$ cat src/verilog/tcf_defs.vh
`ifndef TCF_DEFS_VH
`define TCF_DEFS_VH

// Register byte offsets.
`define TCF_CFG_OFFSET        8'h00
`define TCF_CTL_OFFSET        8'h0c
`define TCF_STATUS_OFFSET     8'h30

// Configuration field values.
`define TCF_CFG_WIDTH         3
`define TCF_CFG_RESET         3'h0
`define TCF_CFG_32BIT         3'h0
`define TCF_CFG_RTC           3'h1

// Control register field positions.
`define TCF_EVT_HI            11
`define TCF_EVT_LO            10
`define TCF_STALL_BIT         9
`define TCF_B_EN_BIT          8
`define TCF_RSVD_BIT          7
`define TCF_PWML_BIT          6
`define TCF_OTE_BIT           5
`define TCF_CTL_RESET         32'h00000000

// Edge select encodings.
`define TCF_EDGE_POS          2'h0
`define TCF_EDGE_NEG          2'h1
`define TCF_EDGE_RSVD         2'h2
`define TCF_EDGE_BOTH         2'h3

`endif

$ cat src/verilog/tcf_timer_control.v
`include "tcf_defs.vh"

// Behaviour
// [RL1] Bits 11:10 pick capture edge for half B: positive, negative, both; 2 reserved.
// [RL2] Bit 9 enables half B debug stall; resets to zero.
// [RL3] Bit 8 clear disables half B; set lets it count or capture.
// [RL4] Bit 6 set inverts half A PWM output; clear passes it unchanged.
// [RL5] Bit 5 enables half A output trigger; read-write, resets to zero.
// [RL6] Bit 7 is read-only zero; software preserves it on read-modify-write.
// [RL7] Enabled output trigger pulses are routed to the converter start input.
// [RL8] Configuration picks 32-bit timer, real-time counter, or two 16-bit halves.
// [RL9] With stall enabled and processor halted, half B freezes, resumes after.
module tcf_timer_control (
    input  wire        clk,
    input  wire        rst,
    input  wire [7:0]  bus_addr,
    input  wire [31:0] bus_wdata,
    input  wire        bus_write,
    input  wire        bus_read,
    output reg  [31:0] bus_rdata,
    input  wire        debug_halt,
    input  wire        half_b_capture_pin,
    input  wire        half_a_pwm_raw,
    input  wire        half_a_trigger_raw,
    output reg         half_a_pwm_out,
    output reg         adc_trigger,
    output reg         half_b_capture_event,
    output reg         half_b_count_enable,
    output reg         half_b_capture_enable,
    output reg         split_halves
);

    reg [1:0]                 half_b_edge_select;
    reg                       half_b_debug_stall_enable;
    reg                       half_b_run_enable;
    reg                       half_a_pwm_level_invert;
    reg                       half_a_output_trigger_enable;
    reg [`TCF_CFG_WIDTH-1:0]  timer_configuration_select;
    reg                       halt_meta_reg;
    reg                       halt_sync_reg;
    reg                       cap_meta_reg;
    reg                       cap_sync_reg;
    reg                       cap_prev_reg;
    reg [31:0]                timer_control_reg;
    reg [31:0]                rdata_next;
    reg                       edge_hit;
    wire                      cap_rise;
    wire                      cap_fall;
    wire                      b_active;
    wire                      is_split;

    always @* begin
        timer_control_reg                       = `TCF_CTL_RESET;
        timer_control_reg[`TCF_EVT_HI:`TCF_EVT_LO] = half_b_edge_select;
        timer_control_reg[`TCF_STALL_BIT]       = half_b_debug_stall_enable;
        timer_control_reg[`TCF_B_EN_BIT]        = half_b_run_enable;
        timer_control_reg[`TCF_RSVD_BIT]        = 1'b0; // RL6
        timer_control_reg[`TCF_PWML_BIT]        = half_a_pwm_level_invert;
        timer_control_reg[`TCF_OTE_BIT]         = half_a_output_trigger_enable;
    end

    // Register writes; bit 7 and all bits outside the stored fields are discarded.
    always @(posedge clk) begin
        if (rst) begin
            half_b_edge_select           <= `TCF_EDGE_POS;
            half_b_debug_stall_enable    <= 1'b0;
            half_b_run_enable            <= 1'b0;
            half_a_pwm_level_invert      <= 1'b0;
            half_a_output_trigger_enable <= 1'b0;
            timer_configuration_select   <= `TCF_CFG_RESET;
        end else if (bus_write) begin
            if (bus_addr == `TCF_CTL_OFFSET) begin
                half_b_edge_select           <= bus_wdata[`TCF_EVT_HI:`TCF_EVT_LO]; // RL1
                half_b_debug_stall_enable    <= bus_wdata[`TCF_STALL_BIT]; // RL2
                half_b_run_enable            <= bus_wdata[`TCF_B_EN_BIT]; // RL3
                half_a_pwm_level_invert      <= bus_wdata[`TCF_PWML_BIT]; // RL4
                half_a_output_trigger_enable <= bus_wdata[`TCF_OTE_BIT]; // RL5
            end
            if (bus_addr == `TCF_CFG_OFFSET) begin
                timer_configuration_select <= bus_wdata[`TCF_CFG_WIDTH-1:0]; // RL8
            end
        end
    end

    // Read data stands only in the cycle after the read strobe.
    always @* begin
        rdata_next = 32'h00000000;
        if (bus_read) begin
            case (bus_addr)
                `TCF_CFG_OFFSET:    rdata_next = {29'h0, timer_configuration_select};
                `TCF_CTL_OFFSET:    rdata_next = timer_control_reg;
                `TCF_STATUS_OFFSET: rdata_next = {28'h0, half_b_capture_event, half_b_count_enable,
                                                  half_b_capture_enable, split_halves};
                default:            rdata_next = 32'h00000000;
            endcase
        end
    end

    // Pin inputs pass two flip-flops before use.
    always @(posedge clk) begin
        if (rst) begin
            halt_meta_reg <= 1'b0;
            halt_sync_reg <= 1'b0;
            cap_meta_reg  <= 1'b0;
            cap_sync_reg  <= 1'b0;
            cap_prev_reg  <= 1'b0;
        end else begin
            halt_meta_reg <= debug_halt;
            halt_sync_reg <= halt_meta_reg;
            cap_meta_reg  <= half_b_capture_pin;
            cap_sync_reg  <= cap_meta_reg;
            cap_prev_reg  <= cap_sync_reg;
        end
    end

    assign cap_rise = cap_sync_reg & ~cap_prev_reg;
    assign cap_fall = ~cap_sync_reg & cap_prev_reg;
    // Split mode is any value with the top bit set.
    assign is_split = timer_configuration_select[2]; // RL8
    // A halted processor freezes half B only when stalling is allowed.
    assign b_active = half_b_run_enable & ~(half_b_debug_stall_enable & halt_sync_reg); // RL9

    // The reserved edge code captures nothing, so software cannot get surprise events.
    always @* begin
        case (half_b_edge_select)
            `TCF_EDGE_POS:  edge_hit = cap_rise; // RL1
            `TCF_EDGE_NEG:  edge_hit = cap_fall;
            `TCF_EDGE_BOTH: edge_hit = cap_rise | cap_fall;
            default:        edge_hit = 1'b0;
        endcase
    end

    always @(posedge clk) begin
        if (rst) begin
            bus_rdata             <= 32'h00000000;
            half_a_pwm_out        <= 1'b0;
            adc_trigger           <= 1'b0;
            half_b_capture_event  <= 1'b0;
            half_b_count_enable   <= 1'b0;
            half_b_capture_enable <= 1'b0;
            split_halves          <= 1'b0;
        end else begin
            bus_rdata             <= rdata_next;
            half_a_pwm_out        <= half_a_pwm_raw ^ half_a_pwm_level_invert; // RL4
            adc_trigger           <= half_a_trigger_raw & half_a_output_trigger_enable; // RL5 RL7
            half_b_capture_event  <= edge_hit & b_active & is_split; // RL3
            half_b_count_enable   <= b_active & is_split; // RL3 RL9
            half_b_capture_enable <= half_b_run_enable & is_split; // RL3
            split_halves          <= is_split; // RL8
        end
    end

endmodule

$ cat config.mk
export PLATFORM = sky130hd
export DESIGN_NAME = tcf_timer_control
export DESIGN_NICKNAME = d
export VERILOG_FILES = /design/src/verilog/tcf_timer_control.v
export VERILOG_INCLUDE_DIRS = /design/src /design/src/verilog
export SDC_FILE = /design/constraint.sdc
export NUM_CORES = 1
export LEC_CHECK = 0
export BUFFER_PORTS_ARGS = -buffer_cell sky130_fd_sc_hd__buf_2
export CAP_MARGIN = 10
export CORE_UTILIZATION = 40
export CTS_BUF_LIST = sky130_fd_sc_hd__clkbuf_8
export DETAILED_ROUTE_END_ITERATION = 12
export PLACE_DENSITY = 0.77
export SYNTH_ARGS = -nofsm -noshare
export SYNTH_HDL_FRONTEND = slang
export SYNTH_SLANG_ARGS = --single-unit
$ cat constraint.sdc
create_clock -name clk -period 1.55 [get_ports clk]
set_clock_uncertainty 0.1 [all_clocks]
set_input_delay 0.155 -clock clk [delete_from_list [all_inputs] [get_ports clk]]
set_output_delay 0.155 -clock clk [all_outputs]
set_load 0.01 [all_outputs]
## After elaboration in Yosys (flattened, before gate mapping)

Index checks and enable logic that the tools add are counted.

- $add $sub $neg: 0
- Multipliers: 0
- Div/mod/pow operators: 0
- $lt $le $gt $ge: 0
- Equality and inequality tests: 4
- Shift operators: 0
- Muxes and demuxes: 2
- Bitwise operators: 15
- Reduce and logical (&&, ||, !) cells: 5

Operators by type and width:

| operator | number |
|---|---|
| $pmux W12 S3 | 1 |
| $and A1 B1 Y1 | 9 |
| $eq A8 B4 Y1 const B | 1 |
| $eq A8 B6 Y1 const B | 1 |
| $logic_not A8 Y1 | 1 |
| $not A1 Y1 | 4 |
| $reduce_and A2 Y1 | 2 |
| $pmux W1 S3 | 1 |
| $eq A2 B1 Y1 const B | 1 |
| $eq A2 B2 Y1 const B | 1 |
| $logic_not A2 Y1 | 1 |
| $reduce_or A2 Y1 | 1 |
| $or A1 B1 Y1 | 1 |
| $xor A1 B1 Y1 | 1 |

- Flip-flop bits (word level): 52
- Latch bits: 0
- Bits in writable memories: 0
- Bits in read-only memories: 0
- Input bits: 48
- Output and inout port bits: 38
- Memories: 0

## Logic depth before layout (Yosys ltp)

Gate-level depths: netlist of run 1.

- Depth in word-level cells: 6
- Gate-level depth with buffers: 5
- Depth with buffers taken out: 5

## Least setup slack after synthesis of run 1

No wires, ideal clock.

- Path kind: input -> register
- From: input bus_addr[1]
- To: register timer_configuration_select[2]
- Setup time: 0.132 ns
- Data arrival time: 0.986 ns
- Required time: 1.318 ns
- Slack: 0.332 ns
- Stages: 3
- Path through: or4_1 o31ai_1 a21oi_1

- Cells in the longest elaborated chain, start to end: 2

RTL lines:

| what | line | RTL |
|---|---|---|
| from (decl) | tcf_timer_control.v:16 | `input wire [7:0] bus_addr,` |
| $logic_not A8 Y1 | - |  |
| $reduce_and A2 Y1 (no line) | - |  |
| to (signal assigned) | tcf_timer_control.v:70 | `` timer_configuration_select <= `TCF_CFG_RESET; `` |
| to (signal assigned) | tcf_timer_control.v:80 | `` timer_configuration_select <= bus_wdata[`TCF_CFG_WIDTH-1:0]; `` |
| to (decl) | tcf_timer_control.v:38 | `` reg [`TCF_CFG_WIDTH-1:0] timer_configuration_select; `` |

No other way between the ends.
A chain may end at the register's enable or synchronous reset.

## Worst setup path in the final report of run 1

- From: register cap_sync_reg
- To: register half_b_capture_event

- Cells in the longest elaborated chain, start to end: 6
- Elaborated cells between the ends (all ways): 7

RTL lines:

| what | line | RTL |
|---|---|---|
| from (decl) | tcf_timer_control.v:42 | `reg cap_sync_reg;` |
| from (signal assigned) | tcf_timer_control.v:111 | `cap_sync_reg <= cap_meta_reg;` |
| $not A1 Y1 | tcf_timer_control.v:117 | `assign cap_fall = ~cap_sync_reg & cap_prev_reg;` |
| $and A1 B1 Y1 | tcf_timer_control.v:117 |  |
| $or A1 B1 Y1 | tcf_timer_control.v:128 | `` `TCF_EDGE_BOTH: edge_hit = cap_rise \| cap_fall; `` |
| $pmux W1 S3 (*) | tcf_timer_control.v:125 | `case (half_b_edge_select)` |
| $and A1 B1 Y1 (*) (2 in a row) | tcf_timer_control.v:146 | `half_b_capture_event <= edge_hit & b_active & is_split;` |
| to (signal assigned) | tcf_timer_control.v:146 |  |
| to (decl) | tcf_timer_control.v:27 | `output reg half_b_capture_event,` |

Mark *: on every way between the ends. The rest lies on a longest branch, timed or not.

==> impl_summary.txt, run 1 <==
----------------------------------------------------
[Finish]
  Diodes inserted ... 0
  Total Nets Final ... between 200 and 250
  Max reg flops ... 10
  Largest registers ... bus_rdata: 10 flops, timer_configuration_select: 3 flops, half_b_edge_select: 2 flops
  Synthesis-to-layout area growth ... 24.2%
  Core utilization of the finished layout ... 0.523
  Share of layout cells above drive strength 1 ... 0.298
  Register containing the most flip-flops in the final layout ... bus_rdata
  Non-filler instance count after layout ... 225
  Filler cell count ... roughly 280

[Pwr]
  Sw Pwr ... 328 uW
  Share of power burned in combinational logic ... 0.073
  Sw Share ... 0.218
  Cell Pwr Density ... 941 nW/um2
  Clock share of power ... 0.408
  Largest vdd supply drop ... 0.325 mV
  Leakage dissipation ... about 0.73 nW
  Internal cell power ... 1.18 mW
  Portion of total power attributed to sequential cells ... 0.519

[CTS]
  Clock buffer count from CTS ... 5
  Clock edge transition at the registers on the reported setup and hold paths ... 0.06 ns
  # resized after CTS ... 0
  Hold-fix buffers, CTS ... 2
  Post-CTS Setup Inserts ... 0
  Sink count of the clock tree ... 30
  Skew-Pair Late Insertion Delay ... around 0.27 ns
  Clock root buffer ... clkbuf_8
  Max H-tree Level ... 2
  Clock tree from TritonCTS ... yes
  Worst-case clock buffer depth ... 2

[Placed design]
  Pre-CTS setup slack ... roughly 0.16 ns
  Number of instances in the placed design ... between 200 and 250
  Detailed-placement wirelength estimate ... 1560 um
  Count of port buffers added during placement ... 40
  Gpl congestion ... 0.836

[Drt]
  Total wirelength of the detailed-routed design ... 2080 um
  Number of vias in the routed layout ... around 950
  Number of nets with antenna violations after detailed routing ... 0
  DRC violation total after the first TritonRoute iteration ... 54
  Routed wirelength normalized by instance count ... 9.26 um
  DRC violations left ... 0
  Avg Vias per Cell ... 4.20
  Number of detailed-routing iterations run before antenna repair ... 4

[Synth]
  Compound-cell area share of the yosys netlist ... 0.0613
  Number of synthesis warnings ... 0
  Commonest cells in the synthesized netlist ... dfxtp_1, buf_4, nand2b_1
  Primary FF master, synth ... dfxtp_1
  Dominant combinational cell family by area after synthesis ... simple AND/OR/NAND/NOR gates
  Synth top area cells ... dfxtp_1, buf_4, nand2b_1
  Most frequent cell after synthesis ... dfxtp_1
  Multiplexer share of the synthesized area ... 0.0467
  Xor/xnor cell area share of the yosys netlist ... 0.00681
  Count of cell types in the netlist ... 28
  Synth Area in Simple Gates ... 0.241
  Fraction of post-synthesis cell area in the top cell type by area ... 0.467
  Dominant cell type by area after synthesis ... dfxtp_1
  Sequential element share of the synthesized area ... 0.467
  Synth Area in Adders ... 0.0195
  Synthesized area ... roughly 1300 um2
  Share of synthesized registers carrying an async set or reset ... 0
  Post-synthesis cell count ... 130
  Post-synthesis register bit count ... 30
  Number of synthesized flops with an enable pin ... 0
  Average instance area after synthesis ... just under 10 um2

[Flow run]
  Reported max-cap violation count ... 0

[Hold path]
  Kind of path behind the tightest hold check ... input pin to flop
  Hold-critical path depth ... 2
  Startpoint of the tightest hold check path ... rst
  Worst Hold Endpoint ... timer_configuration_select[0]$_SDFFE_PP0P_

[Critical path]
  Logic depth of the worst register-to-register path ... 5
  Crit Path Class ... flop to flop
  Kind of launch point of the worst setup path ... flop
  Reg2Reg Setup Slack ... around 0.19 ns
  Critical path endpoint category ... flop
  R2r endpoint ... half_b_capture_event$_SDFF_PP0_
  Required @ worst endpoint ... 1.61 ns
  Signal arrival time at the worst endpoint ... 1.42 ns
  Worst-path fanout max ... 2
  Launch point of the worst reg-to-reg path ... cap_sync_reg$_SDFF_PP0_

[Global route]
  Total Routing Usage GR ... 0.133
  Maximum number of pins on one net before global-route repair ... 20
  Sum of overflow across all layers after global routing ... 0
  Global-route wire length before repair ... 3320 um
  Antenna violations before repair ... 0
  Number of global-route vias before repair ... 803

[STA]
  Final Hold Violating Endpoints ... 0
  Time the final worst path needs with I/O delays and setup ... 1.36 ns
  Setup repair after global routing missed its margin ... no
  Setup tns final ... 0 ns
  Final period utilization ... 0.880
  Worst path setup slack after routing ... between 0.15 and 0.2 ns
  Hold Worst Slack ... between 0.015 and 0.02 ns
  Total setup violations reported at the end of the flow ... 0
  Maximum clock rate ... about 730 MHz
  Max-slew violations ... 0

[Floorplanning]
  Vert. Die Dim ... 58.7 um
  Full die area ... 3450 um2
  Placement Rows ... 20
  Floorplan core area ... around 3100 um2
  Initial cell density of the core ... 0.421
  Horizontal extent of the die ... 58.7 um
  Ports ... 86

[Run status]
  Run status ... completed

----------------------------------------------------
[metrics by stage]
stage | instance area (um2) | power (mW)
floorplan | 1370 | 0.894
global placement | 1490 | 0.902
detailed placement | 1490 | 0.903
CTS | 1600 | 1.53
global route | 1600 | 1.58
finish | 1600 | 1.50
[power by group through the flow]
stage	sequential [mW]	clock [mW]	combinational [mW]
6_report	0.781	0.613	0.110
2_1_floorplan	0.798	0	0.0961
3_5_place_dp	0.797	0	0.106
4_1_cts	0.780	0.639	0.110
5_1_grt	0.781	0.680	0.122
3_3_place_gp	0.797	0	0.105
[cells by family (layout without fill, tap and decap cells)]
logic type      count (synthesis)  after routing
flops                          30             30
fa+ha+maj                       2              2
other cells                     1             22
simple gates                   49             49
mux                             6              6
xor+xnor                        1              1
buf+inv                        29             59
compound gates                 12             12
[area by class of cell]
| cell class | instances | area [um2] | area share |
|---|---|---|---|
| multi-input cells | 92 | 566 | 0.354 |
| repair buffers | 47 | 270 | 0.169 |
| inverters | 4 | 15.0 | 0.00940 |
| well taps | 44 | 55.1 | 0.0345 |
| clock buffers | 6 | 82.6 | 0.0517 |
| flip-flops and latches | 30 | 601 | 0.376 |
| clock inverters | 2 | 8.76 | 0.00548 |
[critical path: stages, from the launching register on]
cell      delay (ns)
dfxtp_1         0.33
inv_1           0.06
ha_1            0.29
nor2b_1         0.10
o21ai_0         0.10
a221oi_1        0.28
[worst max path at each step]
stage | startpoint | endpoint | slack, ns | cells after the start
after floorplan | bus_addr[1] | timer_configuration_select[2]$_SDFFE_PP0P_ | 0.33 | 3
after global routing | cap_sync_reg$_SDFF_PP0_ | half_b_capture_event$_SDFF_PP0_ | 0.03 | 5
after CTS | cap_sync_reg$_SDFF_PP0_ | half_b_capture_event$_SDFF_PP0_ | 0.15 | 5
after detailed placement | bus_addr[4] | timer_configuration_select[1]$_SDFFE_PP0P_ | 0.16 | 4
final | cap_sync_reg$_SDFF_PP0_ | half_b_capture_event$_SDFF_PP0_ | 0.19 | 5
after global placement | bus_addr[4] | timer_configuration_select[2]$_SDFFE_PP0P_ | 0.16 | 4
[placed cells by master, fill, tap and decap left out]
cell type / instances
and4b_1: 1
nand2b_1: 12
nand3b_1: 1
nor4_1: 1
a22oi_1: 3
o21ai_0: 1
dlygate4sd3_1: 2
nor4bb_1: 2
a221oi_1: 1
nand4_1: 3
mux2i_1: 6
buf_12: 1
inv_1: 5
nor4_4: 1
and2_1: 6
buf_2: 40
a21oi_1: 4
and3_1: 1
dfxtp_1: 30
nand2_1: 4
clkinv_2: 1
nor2_1: 8
or4_4: 1
buf_4: 4
ha_1: 2
xnor2_1: 1
nor2b_1: 7
clkbuf_8: 6
o31ai_1: 3
or4_1: 1
conb_1: 22
[routing by layer]
metal / wire, um / vias up / global-route usage
met3: 176 / 2 / 0.0615
met5: 0 / - / 0
li1: - / 490 / -
met2: 973 / 43 / 0.215
met4: 17 / 0 / 0.0714
met1: 917 / 410 / 0.146
(Power assumes the default switching activity.)
==> run 2, diff against run 1 <==
GPL_TIMING_DRIVEN = 0   (was not set)
==> run 2 against run 1 <==
  * Die area stayed put
  * Cell count is 9.3% higher
  * Combinational power is 38% higher
  * Sequential power hardly changed
  * Flip-flop and latch count stayed put
  * Sequential share of layout area is 3.1 points lower
  * Count of clock-buffer cells in the layout stayed put
==> impl_summary.txt, run 2 (synthesized netlist as in run 1, its figures left out) <==
----------------------------------------------------
[Run status]
  Run status ... completed

[Pwr]
  Sw Pwr ... 345 uW (+5.3%)
  Largest vdd supply drop ... 0.362 mV (+11%)
  Internal cell power ... 1.21 mW (+2.9%)
  Leakage dissipation ... 0.836 nW (+14%)
  Sw Share ... 0.222 (+0.00398)
  Portion of total power attributed to sequential cells ... 0.502 (-0.017)
  Share of power burned in combinational logic ... 0.098 (+0.025)
  Cell Pwr Density ... 893 nW/um2 (-5.1%)
  Clock share of power ... 0.401 (-0.007)

[Drt]
  Number of vias in the routed layout ... 1014 (+7.3%)
  Routed wirelength normalized by instance count ... 9.20 um (-0.68%)
  DRC violations left ... 0 (unchanged)
  Total wirelength of the detailed-routed design ... 2260 um (+8.6%)
  DRC violation total after the first TritonRoute iteration ... 63 (+17%)
  Number of nets with antenna violations after detailed routing ... 0 (unchanged)
  Number of detailed-routing iterations run before antenna repair ... 4 (unchanged)
  Avg Vias per Cell ... 4.12 (-1.9%)

[CTS]
  Skew-Pair Late Insertion Delay ... 0.28 ns (about the same)
  Clock edge transition at the registers on the reported setup and hold paths ... 0.06 ns (about the same)
  Hold-fix buffers, CTS ... 3 (+1)
  Worst-case clock buffer depth ... 2 (unchanged)
  Clock root buffer ... clkbuf_8
  Max H-tree Level ... 2 (unchanged)
  Post-CTS Setup Inserts ... 0 (unchanged)
  # resized after CTS ... 0 (unchanged)
  Clock buffer count from CTS ... 5 (unchanged)
  Clock tree from TritonCTS ... yes
  Sink count of the clock tree ... 30 (unchanged)

[Global route]
  Global-route wire length before repair ... 3490 um (+5.2%)
  Total Routing Usage GR ... 0.142 (+0.00863)
  Sum of overflow across all layers after global routing ... 0 (unchanged)
  Maximum number of pins on one net before global-route repair ... 11 (-45%)
  Number of global-route vias before repair ... 804 (+0.12%)
  Antenna violations before repair ... 0 (unchanged)

[Finish]
  Synthesis-to-layout area growth ... 35.4%
  Most used cells in the layout excluding fill and tap cells ... buf_2, dfxtp_1, buf_4, conb_1, nand2b_1
  Filler cell count ... 297 (+5.3%)
  Total Nets Final ... 251 (+9.1%)
  Core utilization of the finished layout ... 0.570 (+0.0471)
  Commonest non-fill, non-tap cell in the layout ... buf_2
  Diodes inserted ... 0 (unchanged)
  Area used by multi-input combinational logic ... 566 um2 (unchanged)
  Register containing the most flip-flops in the final layout ... bus_rdata
  Max reg flops ... 10 (unchanged)
  Largest registers ... bus_rdata: 10 flops, timer_configuration_select: 3 flops, half_b_edge_select: 2 flops
  Register area ... 601 um2 (unchanged)
  Share of layout cells above drive strength 1 ... 0.356 (+0.0581)

[Critical path]
  Kind of launch point of the worst setup path ... flop
  Critical path endpoint category ... flop
  R2r endpoint ... half_b_capture_event$_SDFF_PP0_
  Reg2Reg Setup Slack ... 0.21 ns (+0.03 ns)
  Signal arrival time at the worst endpoint ... 1.42 ns (about the same)
  Launch point of the worst reg-to-reg path ... cap_sync_reg$_SDFF_PP0_
  Required @ worst endpoint ... 1.63 ns (+0.02 ns)
  Logic depth of the worst register-to-register path ... 5 (unchanged)
  Worst-path fanout max ... 2 (unchanged)
  Crit Path Class ... flop to flop

[Floorplanning]
  Full die area ... 3450 um2 (unchanged)
  Initial cell density of the core ... 0.421 (unchanged)
  Horizontal extent of the die ... 58.7 um (unchanged)
  Ports ... 86 (unchanged)
  Floorplan core area ... 3050 um2 (unchanged)
  Placement Rows ... 20 (unchanged)
  Vert. Die Dim ... 58.7 um (unchanged)

[STA]
  Slew at the pin closest to its max-slew limit ... 0.622 ns
  Final period utilization ... 0.862 (-0.0171)
  Worst max-slew margin expressed relative to the limit ... 0.580
  Total setup violations reported at the end of the flow ... 0 (unchanged)
  Setup repair after global routing missed its margin ... no
  Setup tns final ... 0 ns (unchanged)
  Maximum clock rate ... 748 MHz (+2.0%)
  Max-slew violations ... 0 (unchanged)
  Final Hold Violating Endpoints ... 0 (unchanged)
  Time the final worst path needs with I/O delays and setup ... 1.34 ns (-0.0265 ns)

[Placed design]
  Count of port buffers added during placement ... 40 (unchanged)
  Gpl congestion ... 0.819 (-2.1%)
  Detailed-placement wirelength estimate ... 1710 um (+9.9%)

[Hold path]
  Kind of path behind the tightest hold check ... input pin to flop
  Hold-critical path depth ... 3 (+1)
  Worst Hold Endpoint ... half_a_pwm_out$_SDFF_PP0_
  Startpoint of the tightest hold check path ... half_a_pwm_raw

[Flow run]
  Reported max-cap violation count ... 0 (unchanged)

----------------------------------------------------
==> run 2: worst max path at each step <==
| stage | startpoint | cells past startpoint | to | slack (ns) |
|---|---|---|---|---|
| floorplan | bus_addr[1] | 3 | timer_configuration_select[2]$_SDFFE_PP0P_ | 0.33 |
| global placement | bus_addr[4] | 5 | half_b_edge_select[1]$_SDFFE_PP0P_ | 0.08 |
| detailed placement | bus_addr[4] | 5 | half_b_run_enable$_SDFFE_PP0P_ | 0.07 |
| CTS | cap_sync_reg$_SDFF_PP0_ | 5 | half_b_capture_event$_SDFF_PP0_ | 0.21 |
| global route | cap_sync_reg$_SDFF_PP0_ | 5 | half_b_capture_event$_SDFF_PP0_ | 0.02 |
| finish | cap_sync_reg$_SDFF_PP0_ | 5 | half_b_capture_event$_SDFF_PP0_ | 0.21 |
==> run 2: cell type report <==
cell class | instances | share of cell area
inverters | 4 | 0.00862
multi-input cells | 92 | 0.325
well taps | 44 | 0.0316
flip-flops and latches | 30 | 0.345
repair buffers | 43 | 0.132
plain buffers | 25 | 0.106
clock inverters | 2 | 0.00503
clock buffers | 6 | 0.0474
==> run 2: power by group through the flow <==
stage / clock network, mW / registers, mW / logic (mW)
4_1_cts: 0.641 / 0.781 / 0.151
3_3_place_gp: 0 / 0.797 / 0.143
5_1_grt: 0.681 / 0.781 / 0.167
3_5_place_dp: 0 / 0.798 / 0.144
6_report: 0.624 / 0.781 / 0.152
2_1_floorplan: 0 / 0.798 / 0.0961
==> run 2: metal layers <==
| layer | wire (um) | vias to the layer above | part of all wire | global-route usage |
|---|---|---|---|---|
| met5 | 0 | - | 0 | 0 |
| met4 | 51 | 0 | 0.023 | 0.0850 |
| met3 | 211 | 6 | 0.093 | 0.0703 |
| met2 | 1000 | 44 | 0.44 | 0.223 |
| met1 | 997 | 432 | 0.44 | 0.154 |
| li1 | - | 532 | - | - |
==> run 2: through the flow <==
step / cells / setup WS (ns) / hold slack, ns / total power [mW] / instance area, um2
after floorplan: 151 / 0.332 / 0.138 / 0.894 / 1370
after global placement: 235 / 0.0831 / 0.265 / 0.941 / 1620
after detailed placement: 235 / 0.0731 / 0.272 / 0.942 / 1620
after CTS: 246 / 0.207 / 0.0191 / 1.57 / 1740
after global routing: 246 / 0.0161 / 0.0281 / 1.63 / 1740
final: 246 / 0.213 / 0.0230 / 1.56 / 1740
==> run 2: worst max-delay path, stage by stage, from the launching register on <==
cell	delay, ns
dfxtp_1	0.33
inv_1	0.06
ha_1	0.29
nor2b_1	0.10
o21ai_0	0.11
a221oi_1	0.26
